[src/gmp_defines.vh]
/*
 Constants for the gigabit mode and pattern test control registers:
 management register numbers, control word fields and reset value,
 8b/10b character codes and management frame counts.
 Assumes inclusion by bare name from the design files of this block.
*/
`ifndef GMP_DEFINES_VH
`define GMP_DEFINES_VH

// ==========================================================
// Register numbers (5-bit management register address)
`define GMP_REG_RSVD_A 5'h17
`define GMP_REG_CTRL 5'h18
`define GMP_REG_RSVD_B 5'h19
`define GMP_REG_STAT0 5'h1A
`define GMP_REG_STAT1 5'h1B
`define GMP_REG_STAT2 5'h1C
`define GMP_REG_TEST 5'h1F

// ==========================================================
// Control word layout and reset value
`define GMP_CTRL_RST 16'h100C
`define GMP_B_GIGE 15
`define GMP_B_BUSY 14
`define GMP_B_CTC 12
`define GMP_B_VE 9
`define GMP_B_GEN 8
`define GMP_B_EMPH_HI 3
`define GMP_B_EMPH_LO 2
`define GMP_ZERO16 16'h0000

// ==========================================================
// Characters, decoded byte form with a separate K flag
`define GMP_K28_5 8'hBC
`define GMP_D10_1 8'h2A
`define GMP_D15_2 8'h4F
`define GMP_D5_6 8'hC5

// ==========================================================
// Channels and management frame counts
`define GMP_NCH 8
`define GMP_PHY_ADDR 5'h00
`define GMP_PRE_LEN 6'h20
`define GMP_HDR_LAST 6'h0C
`define GMP_DATA_LAST 6'h0F
`define GMP_CNT_ZERO 6'h00
`define GMP_CNT_ONE 6'h01
`define GMP_OP_RD 2'h2
`define GMP_OP_WR 2'h1

`endif

[src/gmp_mdio_slave.v]
/*
 Management frame engine: clause 22 style serial frames on mdc/mdio,
 decoded into register reads and one-cycle register write strobes.
 Assumes mdc is far slower than clk (at least 8 clk per mdc phase);
 both pins are asynchronous and are synchronised here.
*/
`timescale 1ns/1ps
`default_nettype none
`include "gmp_defines.vh"

module gmp_mdio_slave #(
  parameter [4:0] PHY_ADDR = `GMP_PHY_ADDR
) (
  // Clock and reset
  input wire clk,
  input wire rst_n,
  // Management pins
  input wire mdc,
  input wire mdio_in,
  output wire mdio_out,
  output wire mdio_oe,
  // Register side
  output wire [4:0] reg_addr,
  output wire reg_wr,
  output wire [15:0] reg_wdata,
  input wire [15:0] reg_rdata
);

  localparam [1:0] ST_PRE = 2'h0;
  localparam [1:0] ST_HDR = 2'h1;
  localparam [1:0] ST_TA = 2'h2;
  localparam [1:0] ST_DATA = 2'h3;

  reg mdc_s1_q, mdc_s2_q, mdc_s3_q, mdio_s1_q, mdio_s2_q;
  reg [1:0] st_q;
  reg [5:0] cnt_q;
  reg [15:0] sh_q;
  reg [15:0] wdata_q;
  reg [4:0] addr_q;
  reg rd_q, oe_q, out_q, wr_q;
  wire rise;
  wire [1:0] op;

  // ==========================================================
  // Pin synchronisers; edge taken only after the second stage
  always @(posedge clk or negedge rst_n)
  begin
    if (!rst_n)
    begin
      mdc_s1_q <= 1'b0;
      mdc_s2_q <= 1'b0;
      mdc_s3_q <= 1'b0;
      mdio_s1_q <= 1'b1;
      mdio_s2_q <= 1'b1;
    end
    else
    begin
      mdc_s1_q <= mdc;
      mdc_s2_q <= mdc_s1_q;
      mdc_s3_q <= mdc_s2_q;
      mdio_s1_q <= mdio_in;
      mdio_s2_q <= mdio_s1_q;
    end
  end

  assign rise = mdc_s2_q & ~mdc_s3_q;
  assign op = sh_q[10:9];

  // ==========================================================
  // Frame sequencer; drives after rising mdc so the station
  // samples stable data on its next rising edge
  always @(posedge clk or negedge rst_n)
  begin
    if (!rst_n)
    begin
      st_q <= ST_PRE;
      cnt_q <= `GMP_CNT_ZERO;
      sh_q <= `GMP_ZERO16;
      wdata_q <= `GMP_ZERO16;
      addr_q <= 5'h00;
      rd_q <= 1'b0;
      oe_q <= 1'b0;
      out_q <= 1'b0;
      wr_q <= 1'b0;
    end
    else
    begin
      wr_q <= 1'b0;
      if (rise)
      begin
        case (st_q)
          ST_PRE:
          begin
            // Count ones; a zero after a full preamble starts a frame
            if (mdio_s2_q)
            begin
              if (cnt_q != `GMP_PRE_LEN)
                cnt_q <= cnt_q + `GMP_CNT_ONE;
            end
            else if (cnt_q == `GMP_PRE_LEN)
            begin
              st_q <= ST_HDR;
              cnt_q <= `GMP_CNT_ZERO;
            end
            else
              cnt_q <= `GMP_CNT_ZERO;
          end
          ST_HDR:
          begin
            sh_q <= {sh_q[14:0], mdio_s2_q};
            cnt_q <= cnt_q + `GMP_CNT_ONE;
            if (cnt_q == `GMP_HDR_LAST)
            begin
              cnt_q <= `GMP_CNT_ZERO;
              // Foreign address or bad opcode: stay quiet
              if (sh_q[11] && sh_q[8:4] == PHY_ADDR &&
                  (op == `GMP_OP_RD || op == `GMP_OP_WR))
              begin
                st_q <= ST_TA;
                rd_q <= (op == `GMP_OP_RD);
                addr_q <= {sh_q[3:0], mdio_s2_q};
              end
              else
                st_q <= ST_PRE;
            end
          end
          ST_TA:
          begin
            if (cnt_q == `GMP_CNT_ZERO)
            begin
              cnt_q <= `GMP_CNT_ONE;
              oe_q <= rd_q;
              out_q <= 1'b0;
            end
            else
            begin
              st_q <= ST_DATA;
              cnt_q <= `GMP_CNT_ZERO;
              sh_q <= reg_rdata;
              out_q <= reg_rdata[15];
            end
          end
          ST_DATA:
          begin
            sh_q <= {sh_q[14:0], mdio_s2_q};
            out_q <= sh_q[14];
            cnt_q <= cnt_q + `GMP_CNT_ONE;
            if (cnt_q == `GMP_DATA_LAST)
            begin
              st_q <= ST_PRE;
              cnt_q <= `GMP_CNT_ZERO;
              oe_q <= 1'b0;
              out_q <= 1'b0;
              wr_q <= ~rd_q;
              wdata_q <= {sh_q[14:0], mdio_s2_q};
            end
          end
          default:
            st_q <= ST_PRE;
        endcase
      end
    end
  end

  assign mdio_out = out_q;
  assign mdio_oe = oe_q;
  assign reg_addr = addr_q;
  assign reg_wr = wr_q;
  assign reg_wdata = wdata_q;

endmodule // gmp_mdio_slave
`default_nettype wire

[src/gmp_ctrl_regs.v]
/*
 Gigabit mode and pattern test control word with its reserved
 neighbours, reached over the management pins, plus the per-channel
 idle recognition and idle disparity correction that the word steers.
 Assumes the datapath side (characters, pass results) runs on clk;
 the two mode pins and the management pins are asynchronous.
*/
// Operation
// - Receive K28.5 plus data char is idle
// - Transmit idle pair swaps D15.2 for D5.6
// - Gigabit mode is register bit OR pin
// - Busy on passes K28.5/D10.1 as data
// - Busy setting is register bit OR pin
// - Busy handling only in gigabit mode
// - Check enable; receive passes in upper byte
// - Generate enable; transmit passes in lower byte
// - Two-bit emphasis level, resets to high
// - Reserved control bits read zero, ignore writes
`timescale 1ns/1ps
`default_nettype none
`include "gmp_defines.vh"

module gmp_ctrl_regs (
  // Clock and reset
  input wire clk,
  input wire rst_n,
  // Management pins
  input wire mdc,
  input wire mdio_in,
  output wire mdio_out,
  output wire mdio_oe,
  // Mode pins
  input wire gige_idle_mode_pin,
  input wire busy_passthrough_pin,
  // Global settings to the channels
  output wire gige_mode_active,
  output wire busy_sequence_select,
  output wire clock_tolerance_comp_enable,
  output wire rx_pattern_check_enable,
  output wire pattern_generate_enable,
  output wire [1:0] global_emphasis_level,
  // Pattern pass results from the channels
  input wire [7:0] rx_pattern_pass,
  input wire [7:0] tx_pattern_pass,
  // Receive characters in, idle marks out
  input wire [63:0] rx_char,
  input wire [7:0] rx_char_k,
  output wire [7:0] rx_idle,
  // Transmit characters in and out
  input wire [63:0] tx_char,
  input wire [7:0] tx_char_k,
  output wire [63:0] tx_char_out,
  output wire [7:0] tx_char_k_out
);

  reg gige_bit_q, busy_bit_q, ctc_q, ve_q, gen_q;
  reg [1:0] emph_q;
  reg gpin_s1_q, gpin_s2_q, bpin_s1_q, bpin_s2_q;
  reg gige_eff_q, busy_eff_q;
  reg [15:0] rdata;
  reg [7:0] rx_k28_q, rx_idle_q, tx_k28_q, tx_k_q;
  reg [63:0] tx_out_q;
  wire [4:0] reg_addr;
  wire reg_wr;
  wire [15:0] reg_wdata;
  wire [15:0] ctrl_word;
  localparam [15:0] ctrl_rst = `GMP_CTRL_RST;

  // Reset image is a constant, so the reset branch loads constants only

  // ==========================================================
  // Management frame engine
  gmp_mdio_slave u_mdio (
    .clk(clk),
    .rst_n(rst_n),
    .mdc(mdc),
    .mdio_in(mdio_in),
    .mdio_out(mdio_out),
    .mdio_oe(mdio_oe),
    .reg_addr(reg_addr),
    .reg_wr(reg_wr),
    .reg_wdata(reg_wdata),
    .reg_rdata(rdata)
  );

  // ==========================================================
  // Control word; only the defined fields have storage, so
  // reserved bits cannot hold a written value
  always @(posedge clk or negedge rst_n)
  begin
    if (!rst_n)
    begin
      gige_bit_q <= ctrl_rst[`GMP_B_GIGE];
      busy_bit_q <= ctrl_rst[`GMP_B_BUSY];
      ctc_q <= ctrl_rst[`GMP_B_CTC];
      ve_q <= ctrl_rst[`GMP_B_VE];
      gen_q <= ctrl_rst[`GMP_B_GEN];
      emph_q <= ctrl_rst[`GMP_B_EMPH_HI:`GMP_B_EMPH_LO];
    end
    else if (reg_wr && reg_addr == `GMP_REG_CTRL)
    begin
      gige_bit_q <= reg_wdata[`GMP_B_GIGE];
      busy_bit_q <= reg_wdata[`GMP_B_BUSY];
      ctc_q <= reg_wdata[`GMP_B_CTC];
      ve_q <= reg_wdata[`GMP_B_VE];
      gen_q <= reg_wdata[`GMP_B_GEN];
      emph_q <= reg_wdata[`GMP_B_EMPH_HI:`GMP_B_EMPH_LO];
    end
  end

  // Readback image with reserved positions forced low
  assign ctrl_word = {gige_bit_q, busy_bit_q, 1'b0, ctc_q,
                      2'b00, ve_q, gen_q, 4'h0, emph_q, 2'b00};

  // ==========================================================
  // Read mux; reserved words and unknown registers answer zero
  always @*
  begin
    case (reg_addr)
      `GMP_REG_CTRL: rdata = ctrl_word;
      `GMP_REG_TEST: rdata = {rx_pattern_pass, tx_pattern_pass};
      `GMP_REG_RSVD_A, `GMP_REG_RSVD_B, `GMP_REG_STAT0,
      `GMP_REG_STAT1, `GMP_REG_STAT2: rdata = `GMP_ZERO16;
      default: rdata = `GMP_ZERO16;
    endcase
  end

  // ==========================================================
  // Mode pins pass two flops before use; the effective
  // settings are registered to keep fan-out off the sync path
  always @(posedge clk or negedge rst_n)
  begin
    if (!rst_n)
    begin
      gpin_s1_q <= 1'b0;
      gpin_s2_q <= 1'b0;
      bpin_s1_q <= 1'b0;
      bpin_s2_q <= 1'b0;
      gige_eff_q <= 1'b0;
      busy_eff_q <= 1'b0;
    end
    else
    begin
      gpin_s1_q <= gige_idle_mode_pin;
      gpin_s2_q <= gpin_s1_q;
      bpin_s1_q <= busy_passthrough_pin;
      bpin_s2_q <= bpin_s1_q;
      gige_eff_q <= gige_bit_q | gpin_s2_q;
      // Busy is masked outside gigabit mode
      busy_eff_q <= (busy_bit_q | bpin_s2_q) &
                    (gige_bit_q | gpin_s2_q);
    end
  end

  assign gige_mode_active = gige_eff_q;
  assign busy_sequence_select = busy_eff_q;
  assign clock_tolerance_comp_enable = ctc_q;
  assign rx_pattern_check_enable = ve_q;
  assign pattern_generate_enable = gen_q;
  assign global_emphasis_level = emph_q;

  // ==========================================================
  // Per-channel idle handling, one cycle of latency each way
  genvar ch;
  generate
    for (ch = 0; ch < `GMP_NCH; ch = ch + 1)
    begin : g_ch
      wire [7:0] rc;
      wire [7:0] tc;
      assign rc = rx_char[ch*8 +: 8];
      assign tc = tx_char[ch*8 +: 8];

      // Receive: comma then a data character marks idle, except D10.1 with busy on
      always @(posedge clk or negedge rst_n)
      begin
        if (!rst_n)
        begin
          rx_k28_q[ch] <= 1'b0;
          rx_idle_q[ch] <= 1'b0;
        end
        else
        begin
          rx_k28_q[ch] <= rx_char_k[ch] & (rc == `GMP_K28_5);
          rx_idle_q[ch] <= gige_eff_q & rx_k28_q[ch] &
                           ~rx_char_k[ch] &
                           ~(busy_eff_q & (rc == `GMP_D10_1));
        end
      end

      // Transmit: swap the second idle character to fix disparity
      always @(posedge clk or negedge rst_n)
      begin
        if (!rst_n)
        begin
          tx_k28_q[ch] <= 1'b0;
          tx_k_q[ch] <= 1'b0;
          tx_out_q[ch*8 +: 8] <= 8'h00;
        end
        else
        begin
          tx_k28_q[ch] <= tx_char_k[ch] & (tc == `GMP_K28_5);
          tx_k_q[ch] <= tx_char_k[ch];
          if (gige_eff_q && tx_k28_q[ch] && !tx_char_k[ch] &&
              tc == `GMP_D15_2)
            tx_out_q[ch*8 +: 8] <= `GMP_D5_6;
          else
            tx_out_q[ch*8 +: 8] <= tc;
        end
      end
    end
  endgenerate

  assign rx_idle = rx_idle_q;
  assign tx_char_out = tx_out_q;
  assign tx_char_k_out = tx_k_q;

endmodule // gmp_ctrl_regs
`default_nettype wire

[config.mk]
export PLATFORM = sky130hd
export DESIGN_NAME = gmp_ctrl_regs
export DESIGN_NICKNAME = d
export VERILOG_FILES = /design/src/gmp_mdio_slave.v /design/src/gmp_ctrl_regs.v
export VERILOG_INCLUDE_DIRS = /design/src
export SDC_FILE = /design/constraint.sdc
export NUM_CORES = 1
export LEC_CHECK = 0
export ABC_AREA = 1
export BUFFER_PORTS_ARGS = -buffer_cell sky130_fd_sc_hd__buf_2
export CAP_MARGIN = 20
export CORE_ASPECT_RATIO = 1.75
export CORE_MARGIN = 2
export CORE_UTILIZATION = 43
export CTS_CLUSTER_DIAMETER = 100
export CTS_CLUSTER_SIZE = 40
export DETAILED_ROUTE_END_ITERATION = 6
export PLACE_DENSITY = 0.82
export REMOVE_ABC_BUFFERS = 1
export SYNTH_ARGS = -nofsm -noshare
export SYNTH_HDL_FRONTEND = slang
export SYNTH_SLANG_ARGS = --single-unit
[constraint.sdc]
create_clock -name clk -period 4.22 [get_ports clk]
set_input_delay 0.211 -clock clk [delete_from_list [all_inputs] [get_ports clk]]
set_output_delay 0.211 -clock clk [all_outputs]
set_load 0.01 [all_outputs]
# Word-level counts from Yosys, hierarchy flattened
# Index checks and enable logic that the tools add are counted.
# word_totals
reg_bits,162
in_bits,166
output_inout_bits,89
word_cells,269
# classes
n_addsub,1
eq_ne,50
muxes,33
bitwise,70
reduce_logical,49
# ops
op,count
$eq 8x8->1 const B,16
$eq 8x6->1 const B,8
$eq 8x7->1 const B,8
$mux 8,8
$and 1x1->1,50
$pmux 16 s2,1
$pmux 15 s2,1
$logic_and 1x1->1,27
$mux 6,4
$pmux 6 s4,1
$not 1->1,18
$mux 15,1
$eq 6x4->1 const B,2
$mux 2,6
$eq 5x5->1 const B,2
$logic_not 1->1,8
$mux 1,8
$ne 2x1->1 const B,4
$pmux 2 s4,1
$reduce_and 4->1,2
$add 6x1->6 const B,1
$eq 2x2->1 const B,3
$eq 6x6->1 const B,1
$logic_not 6->1,1
14 further kinds,21

# Logic depth before layout (Yosys ltp)
# Gate-level depths: netlist of run 1.
# depth
depth_word,6
mapped_depth,11
ltp_nobuf,11

# Hierarchy
# Synthesis of run 1 repeated with hierarchy kept, for this count alone.
# hier_totals
hier_cells,817
area_unflattened_um2,6972.9
# modules_own_cells
module,n_inst,cells_each,area_each_um2,seq_area_each_um2
gmp_ctrl_regs,1,520,4480.5,2731.4
gmp_mdio_slave,1,297,2492.4,1328.8

# Worst setup path after synthesis of run 1
# Ideal clock, no wire load.
# synth_path
path_kind,reg2reg
from,register u_mdio.cnt_q[0]
to,register u_mdio.sh_q[9]
setup_ns,0.116
t_arrival_ns,1.393
required_time_ns,4.104
slack_ns,2.711
stages_incl_launch_ff,12
n_path_buf,1
synth_period_minus_slack_ns,1.509
path_cell_list,dfrtp_1 inv_1 ha_1 inv_1 nor3_1 nand2_1 nand2_2 a21oi_4 inv_2 buf_6 nand2_1 nand2_1
# synth_via
elab_chain_len,3
# synth_rtl
item,line_no,rtl
start: declaration,gmp_mdio_slave.v:36,reg [5:0] cnt_q;
start signal: assignment,gmp_mdio_slave.v:77,cnt_q <= `GMP_CNT_ZERO;
start signal: assignment,gmp_mdio_slave.v:98,cnt_q <= cnt_q + `GMP_CNT_ONE;
start signal: assignment,gmp_mdio_slave.v:103,cnt_q <= `GMP_CNT_ZERO;
$logic_not 6->1 (no line),-,
$ne 2x2->1 (no line),-,
$reduce_and 3->1 (no line),-,
end signal: assignment,gmp_mdio_slave.v:78,sh_q <= `GMP_ZERO16;
end signal: assignment,gmp_mdio_slave.v:110,"sh_q <= {sh_q[14:0], mdio_s2_q};"
end signal: assignment,gmp_mdio_slave.v:139,sh_q <= reg_rdata;
end: declaration,gmp_mdio_slave.v:37,reg [15:0] sh_q;
# No other way between the ends.
# A chain may end at the register's enable or synchronous reset.

# Worst setup path in the final report of run 1
# layout_path
from,register u_mdio.st_q[0]
to,register u_mdio.sh_q[3]
# layout_via
elab_chain_len,4
word_cells_on_any_way,8
# layout_rtl
item,line_no,rtl
start: declaration,gmp_mdio_slave.v:35,reg [1:0] st_q;
start signal: assignment,gmp_mdio_slave.v:76,st_q <= ST_PRE;
start signal: assignment,gmp_mdio_slave.v:102,st_q <= ST_HDR;
start signal: assignment,gmp_mdio_slave.v:119,st_q <= ST_TA;
$eq 2x1->1 or $eq 2x2->1 (tied branches),gmp_mdio_slave.v:91,case (st_q)
$reduce_or 2->1 (no line),-,
$reduce_bool 2->1 (no line),-,
$reduce_and 3->1 (no line),-,
# Parallel ways exist; a longest one is shown, timed or not.

==> results of run 1 <==
==> repair_timing <==
action | CTS | global route
endpoints found under the hold margin | 154 | 0
resized for setup | 0 | 0
hold buffers | 75 | 0
==> cells in the mapped netlist (2+ instances only) <==
library cell	instances
inv_2	3
nor4_1	20
buf_2	3
a21oi_1	10
dfstp_2	5
nand2_1	192
o21ai_0	27
ha_1	3
nand3b_1	6
clkbuf_1	44
inv_1	78
buf_6	2
clkinv_1	2
dfrtp_1	148
nor2_1	72
nor3_1	16
nand3_1	42
nand4_1	17
nor2_2	4
nand2_2	2
or2_2	2
o21ai_1	7
==> worst max-delay path, stage by stage, from the launching register on <==
cell and delay [ps]:
dfrtp_1 570, inv_4 290, nand2_1 130, clkinv_1 110, nand2_2 80, a21oi_4 410, inv_2 210, nand2_1 100
nand2_1 50
==> flip-flops by register name, summed over array words and instances (netlist names), 5 cells and up, named ones only <==
| register | count |
|---|---|
| rx_idle | 8 |
| rx_k28_q | 8 |
| tx_char_k_out | 8 |
| tx_char_out | 64 |
| tx_k28_q | 8 |
| u_mdio.cnt_q | 6 |
| u_mdio.reg_addr | 5 |
| u_mdio.reg_wdata | 7 |
| u_mdio.sh_q | 15 |
==> metal layers <==
metal | share of wire | vias up | routed length (microns)
li1 | - | 2859 | -
met1 | 0.37 | 2786 | 6600
met2 | 0.53 | 228 | 9590
met3 | 0.065 | 55 | 1180
met4 | 0.035 | 2 | 635
met5 | 0.00072 | - | 13
==> stage by stage <==
stage | worst slack (ps) | utilization
6_report | 2150 | 0.622
4_1_cts | 2160 | 0.622
3_5_place_dp | 2220 | 0.530
3_3_place_gp | 2290 | 0.530
2_1_floorplan | 2570 | -
5_1_grt | 1960 | 0.622
==> cell type report <==
class                   count  area (sq um)  share of cell area
inverters                  84           318              0.0354
multi-input cells         432          1980               0.221
clock inverters            14           144              0.0160
clock buffers              18           439              0.0489
repair buffers            331          2040               0.227
well taps                 180           225              0.0251
flip-flops and latches    153          3830               0.427
==> worst max path at each step <==
stage	cells past startpoint	slack, ps	endpoint
3_3_place_gp	8	2290	u_mdio.sh_q[2]
2_1_floorplan	8	2570	u_mdio.sh_q[2]
3_5_place_dp	8	2220	u_mdio.sh_q[9]
4_1_cts	8	2160	u_mdio.sh_q[4]
6_report	8	2150	u_mdio.sh_q[3]
5_1_grt	8	1960	u_mdio.sh_q[11]
==> cell families (layout without fill, tap and decap cells) <==
family | after synthesis | after routing | synth area share
xor gates and xnor gates | 1 | 1 | 0.00138
buffers and inverters | 134 | 447 | 0.0832
DFF | 153 | 153 | 0.604
adders and majority gates | 3 | 3 | 0.00591
and+or+nand+nor | 378 | 378 | 0.262
AOI/OAI and AO/OA | 50 | 50 | 0.0430
==> power groups by stage <==
stage | clock network, mW | registers, mW | logic [mW]
2_1_floorplan | 0 | 1.58 | 0.0713
5_1_grt | 1.56 | 1.54 | 0.372
6_report | 1.47 | 1.53 | 0.336
3_5_place_dp | 0 | 1.56 | 0.276
3_3_place_gp | 0 | 1.56 | 0.268
4_1_cts | 1.51 | 1.53 | 0.331
==> placed cells by master (no fill, tap or decap), drive strengths merged <==
cell type	netlist	final
buf	6	256
nand2	194	194
dfrtp	148	148
inv	82	92
nor2	77	77
dlygate4sd3	0	75
nand3	43	43
o21ai	34	34
nor4	20	20
nand4	18	18
clkbuf	44	18
nor3	17	17
a21oi	11	11
nand3b	6	6
dfstp	5	5
clkinv	2	5
ha	3	3
or2	2	2
o21a	1	1
nor3b	1	1
a311oi	1	1
a31oi	1	1
a21boi	1	1
o22ai	1	1
xor2	1	1
clkinvlp	0	1
==> summary.md, run 1 <==
| Metric | Value |
|---|---|
| Status | `finished clean` |
| Switching part of the total | `0.260` |
| Yosys reg bits | `153` |
| Placed cells | `1,105` |
| H-tree levels | `4` |
| TritonCTS Sinks | `153` |
| Placed inst area | `7650 sq um` |
| Most used routing layer | `met2` |
| Vias in the first global route | `6,247` |
| Via density | `4.89` |
| CTS tree | `yes` |
| Area grow syn2layout | `41.6%` |
| GR Overflow Total | `0` |
| Fmax | `484 MHz` |
| Critical path class | `reg2reg` |
| RSZ-0062 raised after global routing | `no` |
| Die X | `95.8 microns` |
| RR Endpoint | `u_mdio.sh_q[3]` |
| Post-CTS setup repair buffer count | `0` |
| Total number of vias | `5,930` |
| Largest net degree at the start of global routing | `84` |
| Row cnt | `58` |
| First-pass GRT wire length | `28.5 mm` |
| Hold WS | `20.8 ps` |
| Hold Path End | `tx_char_out[31]` |
| Num CTS Buffers | `17` |
| Worst setup startpoint | `u_mdio.st_q[0]` |
| Fin crit share | `0.489` |
| GRT Total Usage | `0.236` |
| WL per Instance | `14.9 microns` |
| Clock share of power | `0.440` |
| Share of the synthesized area in the top cell type | `0.583` |
| Met3 Usage GRT | `0.0707` |
| Core ar. | `14,400 sq um` |
| Slew @ Worst Pin | `723 ps` |
| Sequential power share | `0.459` |
| CP max FO | `23` |
| Combinational share of power | `0.100` |
| Initial Util | `0.440` |
| Non-Filler Instances | `1,212` |
| GR Util met2 | `0.426` |
| Post-synthesis sequential area ratio | `0.604` |
| Startpoint Class | `flip-flop` |
| Post-synth EDFFs | `0` |
| Synthesized area | `6350 sq um` |
| Max-cap violations | `0` |
| Final instance area | `8990 sq um` |
| WP data required | `4520 ps` |
| Initial DRC Count | `210` |
| Antenna cells | `0` |
| Antenna violations before repair | `1` |
| Share of cells above drive strength 1 | `0.300` |
| Post-synthesis async set-or-reset flop share | `1.00` |
| Crit. End Element | `flip-flop` |
| Yosys cell types | `36` |
| Final hold vios | `0` |
| Static Leak | `4.66 nW` |
| R2R depth | `8` |
| Height of the die | `165 microns` |
| Setup TNS | `0 ps` |
| Clock period minus worst slack | `2070 ps` |
| Syn avg cell area | `8.83 sq um` |
| Worst Path Arrival | `2370 ps` |
| Fill cell count | `1,174` |
| Worst flop-to-flop path startpoint | `u_mdio.st_q[0]` |
| Worst VDD drop | `0.336 mV` |
| Longest Clk Path Bufs | `2` |
| Clock Skews | `8.77 ps` |
| Top area cells in the synthesized netlist | `dfrtp_1 (58%), nand2_1 (11%), inv_1 (4.6%)` |
| Ports | `255` |
| Hold Path Origin | `tx_char[31]` |
| P_int | `2.48 mW` |
| Met1 Use GR | `0.245` |
| HPWL after DPL | `12.4 mm` |
| # DRC | `0` |
| HP Class | `in2reg` |
| Synth Instances | `719` |
| Main synth FF type | `dfrtp_1` |
| Post-layout power | `3.34 mW` |
| Setup-failing EPs final | `0` |
| Clock transition at path regs | `70 ps` |
| Fin. max-slew vios | `0` |
| Antenna viol nets, final | `0` |
| Hold path cells | `3` |
| Slew headroom | `0.518` |
| Die area | `15,800 sq um` |
| PD cells | `372 nW/um^2` |
| Nets | `1,188` |
| Gpl congestion | `0.895` |
| Routed WL | `18.0 mm` |
| Warnings from Yosys | `0` |
| Leading area contributor after synthesis | `dfrtp_1` |
| Switch Pwr | `0.868 mW` |
| Worst R2R Setup Slack | `2150 ps` |
| First-pass detailed-route iteration total | `4` |
| Port-buffer cells | `254` |
| Root Driver | `clkbuf_16` |
| Clk_lat worst skew | `410 ps` |
Note: power is estimated with default switching activity, not from simulation.
==> run 2, diff against run 1 <==
--- a/config.mk
+++ b/config.mk
@@ -15,7 +15,7 @@
 export CTS_CLUSTER_DIAMETER = 100
 export CTS_CLUSTER_SIZE = 40
 export DETAILED_ROUTE_END_ITERATION = 6
-export PLACE_DENSITY = 0.82
+export PLACE_DENSITY = 0.85
 export REMOVE_ABC_BUFFERS = 1
 export SYNTH_ARGS = -nofsm -noshare
 export SYNTH_HDL_FRONTEND = slang
==> constraint.sdc (replaced) <==
create_clock -name clk -period 1.9 [get_ports clk]
set_input_delay 0.095 -clock clk [delete_from_list [all_inputs] [get_ports clk]]
set_output_delay 0.095 -clock clk [all_outputs]
set_load 0.01 [all_outputs]
==> run 2 against run 1 <==
Effect of this change:
- count of clock-buffer cells in the layout unchanged
- register-to-register slack worse by 2000 ps
- design area grew 5.2%
- power up 130%
- die area unchanged
- combinational power increased by 140%
- worst hold slack better by 12 ps
- clock power up 130%
==> summary.md, run 2 (same netlist as run 1, synthesis figures left out) <==
| Metric | Value |
|---|---|
| Status | `finished clean (unchanged)` |
| Row cnt | `58 (unchanged)` |
| Share of cells above drive strength 1 | `0.296 (was 0.300)` |
| Fin crit share | `0.905 (was 0.489)` |
| Gates resized, CTS repair | `0 (unchanged)` |
| H-tree levels | `4 (unchanged)` |
| Area grow syn2layout | `48.9% (was 41.6%)` |
| Hold WS | `33.1 ps (was 20.8 ps)` |
| TritonCTS Sinks | `153 (unchanged)` |
| Die X | `95.8 microns (unchanged)` |
| Met1 Use GR | `0.289 (was 0.245)` |
| GR Overflow Total | `0 (unchanged)` |
| Via density | `4.98 (was 4.89)` |
| PD cells | `804 nW/um^2 (was 372 nW/um^2)` |
| Clock Skews | `15.0 ps (was 8.77 ps)` |
| Worst VDD drop | `0.642 mV (was 0.336 mV)` |
| RSZ-0062 raised after global routing | `no (unchanged)` |
| Root Driver | `clkbuf_16 (unchanged)` |
| Worst Path Arrival | `1990 ps (was 2370 ps)` |
| Static Leak | `4.91 nW (was 4.66 nW)` |
| Antenna violations before repair | `3 (was 1)` |
| Max-cap violations | `0 (unchanged)` |
| Antenna viol nets, final | `0 (unchanged)` |
| First-pass detailed-route iteration total | `5 (was 4)` |
| Most frequent cells in the layout | `buf_2 (253), nand2_1 (192), dfrtp_1 (148), dlygate4sd3_1 (111), inv_1 (78) (was buf_2 (253), nand2_1 (192), dfrtp_1 (148), inv_1 (78), dlygate4sd3_1 (75))` |
| Post-layout power | `7.60 mW (was 3.34 mW)` |
| WL per Instance | `16.0 microns (was 14.9 microns)` |
| Largest net degree at the start of global routing | `57 (was 84)` |
| Initial DRC Count | `238 (was 210)` |
| Port-buffer cells | `254 (unchanged)` |
| Slew headroom | `0.615 (was 0.518)` |
| Initial Util | `0.440 (unchanged)` |
| Met3 Usage GRT | `0.0803 (was 0.0707)` |
| Core ar. | `14,400 sq um (unchanged)` |
| Setup-failing EPs final | `0 (unchanged)` |
| HPWL after DPL | `12.9 mm (was 12.4 mm)` |
| Gpl congestion | `0.996 (was 0.895)` |
| Vias in the first global route | `6,635 (was 6,247)` |
| WP data required | `2170 ps (was 4520 ps)` |
| Most used routing layer | `met2 (unchanged)` |
| Fin. max-slew vios | `0 (unchanged)` |
| Routed WL | `20.2 mm (was 18.0 mm)` |
| CP max FO | `7 (was 23)` |
| Clock period minus worst slack | `1720 ps (was 2070 ps)` |
| Critical path class | `reg2reg (unchanged)` |
| Crit. End Element | `flip-flop (unchanged)` |
| Max reg flops | `64 (unchanged)` |
| Startpoint Class | `flip-flop (unchanged)` |
| Clk_lat worst skew | `420 ps (was 410 ps)` |
| Final hold vios | `0 (unchanged)` |
| Fmax | `582 MHz (was 484 MHz)` |
| Nets | `1,232 (was 1,188)` |
| Ports | `255 (unchanged)` |
| First-pass GRT wire length | `31.9 mm (was 28.5 mm)` |
| CTS tree | `yes (unchanged)` |
| Height of the die | `165 microns (unchanged)` |
| Num CTS Buffers | `17 (unchanged)` |
| Fill cell count | `1,068 (was 1,174)` |
| Total number of vias | `6,264 (was 5,930)` |
| GR Util met2 | `0.459 (was 0.426)` |
| Slew @ Worst Pin | `576 ps (was 723 ps)` |
| Longest Clk Path Bufs | `2 (unchanged)` |
| Die area | `15,800 sq um (unchanged)` |
| Commonest non-fill, non-tap cell in the layout | `buf_2 (unchanged)` |
| Clock transition at path regs | `70 ps (about the same)` |
| # DRC | `0 (unchanged)` |
| Post-layout util | `0.655 (was 0.622)` |
| HP Class | `in2reg (unchanged)` |
| GRT Total Usage | `0.267 (was 0.236)` |
| Setup TNS | `0 ps (unchanged)` |
## run 2: cell types whose count changed in the layout (fill, tap and decap cells not counted), sizes merged
cell | previous run | this run
bufinv | 0 | 1
clkinvlp | 1 | 2
diode | 0 | 2
inv | 92 | 89
buf | 256 | 264
dlygate4sd3 | 75 | 111
clkinv | 5 | 6
## run 2: final timing paths
kind	from	endpoint	slack [ps]	depth (start not counted)
worst max-delay path	u_mdio.cnt_q[0]	u_mdio.sh_q[1]	180	10
worst min-delay path	rx_char[7]	rx_idle[0]	30	5
worst max register to register	u_mdio.cnt_q[0]	u_mdio.sh_q[1]	180	10
worst min register to register	u_mdio.mdc_s1_q	u_mdio.mdc_s2_q	350	0
max in group asynchronous	rst_n	u_mdio.mdio_s2_q	990	3
min in group asynchronous	rst_n	tx_char_out[43]	170	2
## run 2: power breakdown
part / internal [mW] / switching [mW]
logic: 0.386 / 0.430
registers: 3.36 / 0.0443
clock network: 1.90 / 1.47
total: 5.65 / 1.94
## run 2: per-layer routing
layer,wire (microns),share of wire
met4,891,0.044
met2,10600,0.52
met5,7,0.00035
met3,1510,0.075
met1,7190,0.36
## run 2: stage by stage
stage	instance area, sq um	worst slack [ps]	cells
after floorplan	6140	248	669
after global placement	7720	231	1110
after detailed placement	7720	174	1110
after CTS	9430	154	1253
after global routing	9450	58.3	1258
final	9450	181	1258
## run 2: repair_timing
item                                    CTS  global route
buffers inserted                          0             3
endpoints found under the setup margin    0             1
hold endpoints to repair                144             0
hold buffers                            111             0
## run 2: worst max-delay path, stage by stage, from the launching register on
cell     delay [ps]
dfrtp_1         400
inv_1           100
ha_1            170
inv_1            50
nor3_1          200
nand2_1         150
nand2_2         120
a21oi_4         100
buf_4           150
nand2_1          60
o21ai_0          90
## run 2: area by class of cell
cell class                 instances  area (sq um)  area share
clock inverter                    14           159      0.0168
timing repair buffer             375          2490       0.263
sequential                       153          3830       0.406
tap                              180           225      0.0238
antenna                            2          5.00    0.000529
clock buffer                      18           439      0.0465
inverter                          84           318      0.0336
multi-input combinational        432          1980       0.210
